### src/hw/adc_reset_defs.svh
/*
  Timing counts, reset values and limits for the converter reset and
  start-up sequencer. Assumes it is included by bare name.
*/
`ifndef ADC_RESET_DEFS_SVH
`define ADC_RESET_DEFS_SVH

// oscillator cycles counted before power-on reset releases
`define POR_OSC_CYCLES 11'd2006
// oscillator cycles a converter reset takes before the valid flag rises
`define CONV_RST_OSC_CYCLES 11'd16
// gain is unsigned 2.22 fixed point: 1.0 at reset, floor at 0.6
`define GAIN_RESET 24'h400000
`define GAIN_MIN 24'h266666
// filter setting at reset, and oscillator cycles per word at setting 0
`define FILTER_RESET 3'h0
`define WORD_BASE_DIV 16'h8000

`endif

### src/hw/adc_reset_pkg.sv
/*
  Types for the converter reset and start-up sequencer.
  Assumes nothing beyond a SystemVerilog compiler.
*/
`default_nettype none

package adc_reset_pkg;
    // sequencer states
    typedef enum logic [2:0] {
        ST_WAIT_OSC,
        ST_POR_COUNT,
        ST_CMD,
        ST_CONV_RST,
        ST_RESET_HOLD
    } seq_state_t;
endpackage

`default_nettype wire

### src/hw/adc_reset_init_sequencer.sv
/*
  Power-on and software reset sequencer of a serial-port delta-sigma
  converter: oscillator start-up hold, converter reset bit handling,
  reset-valid flag, command state entry, gain register and filter
  word-rate timing. Assumes the serial port decoder on mclk delivers
  one-cycle write, read and command strobes, and that the master clock
  pin is asynchronous and slower than mclk by a wide margin.
*/
`include "adc_reset_defs.svh"
`default_nettype none

//Contract
// - hold reset until oscillator runs, then count 2006 oscillator cycles.
// - during power-on time-out reset serial port and set reset-valid flag.
// - writing converter-reset bit 1 resets converter; completion sets reset-valid flag.
// - while converter-reset bit is 1 other bits stay default; no normal operation.
// - converter-reset bit back to 0 enters command state awaiting a command.
// - gain register settable from 0.6 to just below 4.
// - gain is binary fixed point; one left shift doubles it.
// - eight filter settings; word rate scales with master clock.
module adc_reset_init_sequencer
    import adc_reset_pkg::*;
(
    input wire logic mclk,
    input wire logic sys_rst,
    input wire logic master_clock_input,
    input wire logic cfg_wr,
    input wire logic cfg_wr_reset_bit,
    input wire logic cfg_rd,
    input wire logic gain_wr,
    input wire logic [23:0] gain_wdata,
    input wire logic filter_wr,
    input wire logic [2:0] filter_wdata,
    input wire logic cmd_valid,
    input wire logic [7:0] cmd_byte,
    output logic chip_reset,
    output logic port_reset,
    output logic converter_reset_bit,
    output logic reset_valid_flag,
    output logic command_state,
    output logic normal_op,
    output logic [23:0] gain_value,
    output logic [2:0] filter_sel,
    output logic output_word_rate,
    output logic cmd_accept,
    output logic [7:0] cmd_byte_out
);

    // ======================================================================
    // master clock pin sampling
    // ======================================================================
    logic osc_s1_q;
    logic osc_s2_q;
    logic osc_s3_q;
    logic osc_lvl_q;
    logic osc_rise;

    // three stages; level moves only once stages two and three agree
    always_ff @(posedge mclk or posedge sys_rst) begin
        if (sys_rst) begin
            osc_s1_q <= 1'b0;
            osc_s2_q <= 1'b0;
            osc_s3_q <= 1'b0;
            osc_lvl_q <= 1'b0;
        end else begin
            osc_s1_q <= master_clock_input;
            osc_s2_q <= osc_s1_q;
            osc_s3_q <= osc_s2_q;
            if (osc_s2_q == osc_s3_q) begin
                osc_lvl_q <= osc_s3_q;
            end
        end
    end

    // one pulse per oscillator period
    assign osc_rise = (osc_s2_q == osc_s3_q) && osc_s3_q && !osc_lvl_q;

    // ======================================================================
    // sequencer
    // ======================================================================
    seq_state_t state_q;
    logic [10:0] osc_cnt_q;
    logic reset_bit_q;
    logic flag_set;

    // first oscillator edge proves it runs; then count the time-out
    always_ff @(posedge mclk or posedge sys_rst) begin
        if (sys_rst) begin
            state_q <= ST_WAIT_OSC;
            osc_cnt_q <= 11'h000;
            reset_bit_q <= 1'b0;
        end else begin
            case (state_q)
                ST_WAIT_OSC: begin
                    osc_cnt_q <= 11'h000;
                    if (osc_rise) begin
                        state_q <= ST_POR_COUNT;
                    end
                end
                ST_POR_COUNT: begin
                    if (osc_rise) begin
                        if (osc_cnt_q == `POR_OSC_CYCLES - 11'd1) begin
                            state_q <= ST_CMD;
                            osc_cnt_q <= 11'h000;
                        end else begin
                            osc_cnt_q <= osc_cnt_q + 11'd1;
                        end
                    end
                end
                ST_CMD: begin
                    osc_cnt_q <= 11'h000;
                    if (cfg_wr && cfg_wr_reset_bit) begin
                        reset_bit_q <= 1'b1;
                        state_q <= ST_CONV_RST;
                    end
                end
                ST_CONV_RST: begin
                    // writes are ignored until the reset has run its course
                    if (osc_rise) begin
                        if (osc_cnt_q == `CONV_RST_OSC_CYCLES - 11'd1) begin
                            state_q <= ST_RESET_HOLD;
                            osc_cnt_q <= 11'h000;
                        end else begin
                            osc_cnt_q <= osc_cnt_q + 11'd1;
                        end
                    end
                end
                ST_RESET_HOLD: begin
                    if (cfg_wr && !cfg_wr_reset_bit) begin
                        reset_bit_q <= 1'b0;
                        state_q <= ST_CMD;
                    end
                end
                default: begin
                    state_q <= ST_WAIT_OSC;
                    osc_cnt_q <= 11'h000;
                    reset_bit_q <= 1'b0;
                end
            endcase
        end
    end

    // flag rises through the whole time-out and at converter reset completion
    assign flag_set = (state_q == ST_WAIT_OSC) || (state_q == ST_POR_COUNT) ||
                    ((state_q == ST_CONV_RST) && osc_rise &&
                     (osc_cnt_q == `CONV_RST_OSC_CYCLES - 11'd1));

    // ======================================================================
    // reset-valid flag and status outputs
    // ======================================================================
    // a read clears the flag, but a set in the same cycle wins
    always_ff @(posedge mclk or posedge sys_rst) begin
        if (sys_rst) begin
            reset_valid_flag <= 1'b0;
        end else if (flag_set) begin
            reset_valid_flag <= 1'b1;
        end else if (cfg_rd) begin
            reset_valid_flag <= 1'b0;
        end
    end

    // status levels registered so every output comes from a flip-flop
    always_ff @(posedge mclk or posedge sys_rst) begin
        if (sys_rst) begin
            chip_reset <= 1'b1;
            port_reset <= 1'b1;
            converter_reset_bit <= 1'b0;
            command_state <= 1'b0;
            normal_op <= 1'b0;
        end else begin
            chip_reset <= (state_q == ST_WAIT_OSC) || (state_q == ST_POR_COUNT);
            port_reset <= (state_q == ST_WAIT_OSC) || (state_q == ST_POR_COUNT);
            converter_reset_bit <= reset_bit_q;
            command_state <= (state_q == ST_CMD);
            normal_op <= (state_q == ST_CMD) && !reset_bit_q;
        end
    end

    // ======================================================================
    // command byte acceptance
    // ======================================================================
    // bytes outside the command state are dropped, not queued
    always_ff @(posedge mclk or posedge sys_rst) begin
        if (sys_rst) begin
            cmd_accept <= 1'b0;
            cmd_byte_out <= 8'h00;
        end else begin
            cmd_accept <= cmd_valid && (state_q == ST_CMD);
            if (cmd_valid && (state_q == ST_CMD)) begin
                cmd_byte_out <= cmd_byte;
            end
        end
    end

    // ======================================================================
    // gain and filter registers
    // ======================================================================
    // held at default outside the command state; low writes clamp at 0.6
    always_ff @(posedge mclk or posedge sys_rst) begin
        if (sys_rst) begin
            gain_value <= `GAIN_RESET;
            filter_sel <= `FILTER_RESET;
        end else if (state_q != ST_CMD) begin
            gain_value <= `GAIN_RESET;
            filter_sel <= `FILTER_RESET;
        end else begin
            if (gain_wr) begin
                // 2.22 format: top value is 4 minus one lsb, shift left doubles
                gain_value <= (gain_wdata < `GAIN_MIN) ? `GAIN_MIN : gain_wdata;
            end
            if (filter_wr) begin
                filter_sel <= filter_wdata;
            end
        end
    end

    // ======================================================================
    // output word rate timing
    // ======================================================================
    logic [15:0] word_cnt_q;
    logic [15:0] word_div;

    // counted in oscillator cycles, so the rate tracks the master clock
    assign word_div = `WORD_BASE_DIV >> filter_sel;

    // runs only in normal operation; restarts whenever that ends
    always_ff @(posedge mclk or posedge sys_rst) begin
        if (sys_rst) begin
            word_cnt_q <= 16'h0000;
            output_word_rate <= 1'b0;
        end else begin
            output_word_rate <= 1'b0;
            if (!normal_op) begin
                word_cnt_q <= 16'h0000;
            end else if (osc_rise) begin
                if (word_cnt_q >= word_div - 16'd1) begin
                    word_cnt_q <= 16'h0000;
                    output_word_rate <= 1'b1;
                end else begin
                    word_cnt_q <= word_cnt_q + 16'd1;
                end
            end
        end
    end

endmodule

`default_nettype wire

### config.mk
export PLATFORM = sky130hd
export DESIGN_NAME = adc_reset_init_sequencer
export DESIGN_NICKNAME = d
export VERILOG_FILES = /design/src/hw/adc_reset_pkg.sv /design/src/hw/adc_reset_init_sequencer.sv
export VERILOG_INCLUDE_DIRS = /design/src /design/src/hw
export SDC_FILE = /design/constraint.sdc
export NUM_CORES = 1
export LEC_CHECK = 0
export BUFFER_PORTS_ARGS = -buffer_cell sky130_fd_sc_hd__buf_2
export CORE_MARGIN = 1
export CORE_UTILIZATION = 49
export DETAILED_ROUTE_END_ITERATION = 6
export MAX_ROUTING_LAYER = met4
export PLACE_DENSITY = 0.82
export SLEW_MARGIN = 20
export SYNTH_ARGS = -nofsm -noshare
export SYNTH_HDL_FRONTEND = slang
export SYNTH_SLANG_ARGS = --single-unit
### constraint.sdc
create_clock -name mclk -period 2.45 [get_ports mclk]
set_clock_uncertainty 0.05 [all_clocks]
set_input_delay 0.1225 -clock mclk [delete_from_list [all_inputs] [get_ports mclk]]
set_output_delay 0.1225 -clock mclk [all_outputs]
set_load 0.01 [all_outputs]
==> summary.md <==
| Metric | Value |
|---|---|
| Worst Hold Class | input pin to flip-flop |
| Reg2Reg Depth | 5 |
| Synth Area in Compound Gates | 0.166 |
| Fin nets | 559 |
| Synth Area in Simple Gates | 0.209 |
| Die W | 91.7 um |
| Tcrit/Tclk final | 0.924 |
| NetSw | 0.00167 W |
| Util after Layout | 0.650 |
| Final setup vio count | 0 |
| Net Count, Synth | 434 |
| Fin Setup TNS | 0 ns |
| DRT antenna net count | 0 |
| Hold depth | 3 |
| Synth top area share | 0.476 |
| Startpoint Class | flip-flop |
| Worst setup margin | 0.187 ns |
| Share of flip-flops with an asynchronous set or reset | 1.00 |
| Commonest cells after routing, fill and taps aside | buf_2, dfrtp_1, nand3_1 |
| Worst-Skew Late Latency | 0.35 ns |
| CP Capture Type | flip-flop |
| Worst-Margin Slew | 0.592 ns |
| Number of fillers in the final layout | 618 |
| Post-synth design cell area | 3940 sq um |
| DRC viols | 0 |
| Post-CTS Setup Bufs | 0 |
| GP Congestion | 0.908 |
| Total die area | 8410 sq um |
| Post-synthesis xor/xnor area fraction | 0.0200 |
| Number of port buffers | 86 |
| Arrival time worst endpoint | 2.45 ns |
| Power Dens Cells | 906 nW/um^2 |
| Clock Sink Count | 77 |
| Fin crit period | 2.26 ns |
| R2r setup slk | 0.19 ns |
| Clock tree from TritonCTS | done |
| Reg clk slew, reported paths | 0.08 ns |
| Max Root-Sink Buffers | 2 |
| Gate power share | 0.385 |
| Netlist cell types | 58 |
| DP HPWL | 6640 um |
| Slew Limit Fails | 0 |
| DR iter-0 viols | 240 |
| LEAKAGE | 2.34 nW |
| Pre-CTS WS | 0.0265 ns |
| Critical path peak fanout | 7 |
| Overflow after GRT | 0 |
| Global-route wire length before repair | 16200 um |
| Syn. warnings | 0 |
| Switching Share | 0.364 |
| Num ports | 87 |
| Number of synthesized flops with an enable pin | 0 |
| Vias | 3492 |
| Commonest non-fill, non-tap cell in the layout | buf_2 |
| Final WL | 9800 um |
| H-Tree Depth | 3 |
| RSZ-0062 raised after global routing | no |
| Mapped Cells | 378 |
| WL/cell | 16.1 um |
| Max Cap Violations | 0 |
| Yosys reg bits | 77 |
| Clk Tree Root Cell | clkbuf_8 |
| Synth Area in Adders | 0.0381 |
| Mux cell area share after synthesis | 0.0451 |
| Diode count | 0 |
| Core Area | 7770 sq um |
| Seq pwr share | 0.396 |
| Largest cells by area after synthesis | dfrtp_1, nand3_1, ha_1 |
| Post-synthesis sequential area ratio | 0.490 |
| Kind of critical path | flip-flop to flip-flop |
| Clock group share of total power | 0.220 |
| Drt pass-1 iters | 5 |
| Peak supply drop | 0.000575 V |
| Layout cells sized above 1 | 0.305 |
| Effective utilization at floorplan | 0.507 |
| Number of global-route vias before repair | 3406 |
| Final hold violation count | 0 |
| Primary FF master, synth | dfrtp_1 |
| Area growth syn-to-layout | 28.1% |
| Mean Syn Cell Area | 10.4 sq um |
| CTS Buf Count | 9 |
| Largest net degree at the start of global routing | 48 |
| Via-per-instance ratio | 5.72 |
| Max-slew headroom | 0.605 |
| Initial antenna violation count | 0 |
| Critical Path RT | 2.64 ns |
| GRT Overall Usage | 0.252 |
| Max Fclk | 0.442 GHz |
| # rows | 32 |
| Largest family of logic cells by synthesized area | simple AND/OR/NAND/NOR gates |
| P_int | 0.00291 W |
| Status | complete, no violations |
| Die height | 91.7 um |
| Synth area leader | dfrtp_1 |
[power by group through the flow]
stage          registers, W  clock network (W)  logic [W]
2_1_floorplan       0.00192                  0   0.000985
3_3_place_gp        0.00180                  0    0.00166
3_5_place_dp        0.00182                  0    0.00171
4_1_cts             0.00180            0.00103    0.00175
5_1_grt             0.00185            0.00108    0.00192
6_report            0.00181            0.00100    0.00176
[critical path, stage by stage (launching register included)]
cell     delay (ns)
dfrtp_1        0.44
or4_4          0.56
o41ai_4        0.39
and2_2         0.33
nand2_4        0.07
mux2_4         0.30
[layer usage]
| layer | routed length (um) | vias to the layer above | GRT usage |
|---|---|---|---|
| met5 | 0 | - | - |
| met4 | 248 | 0 | 0.0992 |
| met3 | 434 | 24 | 0.0506 |
| met2 | 4870 | 106 | 0.405 |
| met1 | 4250 | 1713 | 0.314 |
| li1 | - | 1649 | - |
[kinds of logic (layout without fill, tap and decap cells)]
group	after synthesis	in the layout
adder cells (fa/ha/maj)	12	12
multiplexers	16	16
AND/OR/NAND/NOR	146	146
XOR/XNOR	9	9
other	1	1
flip-flops	77	77
buffers and inverters	29	159
AO/OA/AOI/OAI	88	88
[sequential cells by signal (all words and copies together) (netlist names), 3 cells and up]
signal,count
gain_value,24
word_cnt_q,16
osc_cnt_q,11
cmd_byte_out,8
filter_sel,3
state_q,3
[per-stage QoR]
step / hold WS, ns / area, sq um / cells / power (W)
floorplan: 0.104 / 3950 / 378 / 0.00291
global placement: 0.187 / 4570 / 567 / 0.00346
detailed placement: 0.190 / 4570 / 567 / 0.00353
CTS: 0.00255 / 5040 / 610 / 0.00458
global route: 0.00844 / 5050 / 610 / 0.00485
finish: 0.00963 / 5050 / 610 / 0.00457
[cell type report]
class | count | area (sq um) | share of cell area
clock buffers | 10 | 138 | 0.0273
clock inverters | 6 | 70.1 | 0.0139
inverters | 12 | 45.0 | 0.00892
multi-input cells | 272 | 1900 | 0.377
flip-flops and latches | 77 | 1930 | 0.382
well taps | 102 | 128 | 0.0253
repair buffers | 131 | 836 | 0.166
[worst paths after layout]
kind / startpoint / to
worst max-delay path: osc_cnt_q[5] / state_q[0]
worst min register to register: osc_s1_q / osc_s2_q
max in group asynchronous: sys_rst / osc_cnt_q[7]
worst min-delay path: filter_wdata[1] / filter_sel[1]
worst max register to register: osc_cnt_q[5] / state_q[0]
min in group asynchronous: sys_rst / gain_value[0]
[repair_timing]
action	4_1_cts	5_1_grt
endpoints found under the setup margin	0	13
endpoints found under the hold margin	101	0
hold buffers	27	0
resized for setup	0	2
[Yosys cell counts, types with 2 or more instances]
cell / count
o211ai_1: 5
and4_1: 2
and3b_1: 2
nor2_1: 21
o21a_1: 3
inv_1: 12
and3_1: 5
a21oi_1: 21
buf_4: 2
nand2b_1: 12
mux2_2: 10
nor3b_1: 11
a21boi_0: 4
dfrtp_1: 75
or2_2: 2
a22o_1: 5
xnor2_1: 4
and2_1: 5
a21o_1: 3
nor4_1: 5
a41oi_1: 3
nand3_1: 32
o22ai_1: 3
or3_1: 2
nand4_1: 10
xor2_1: 5
ha_1: 12
o21ai_0: 16
a211oi_1: 3
clkbuf_1: 13
nor3_1: 5
nor2b_1: 5
mux2i_1: 5
a211o_1: 2
o221a_2: 10
nand2_1: 18
dfstp_2: 2
a311o_1: 3
(Power assumes the default switching activity.)
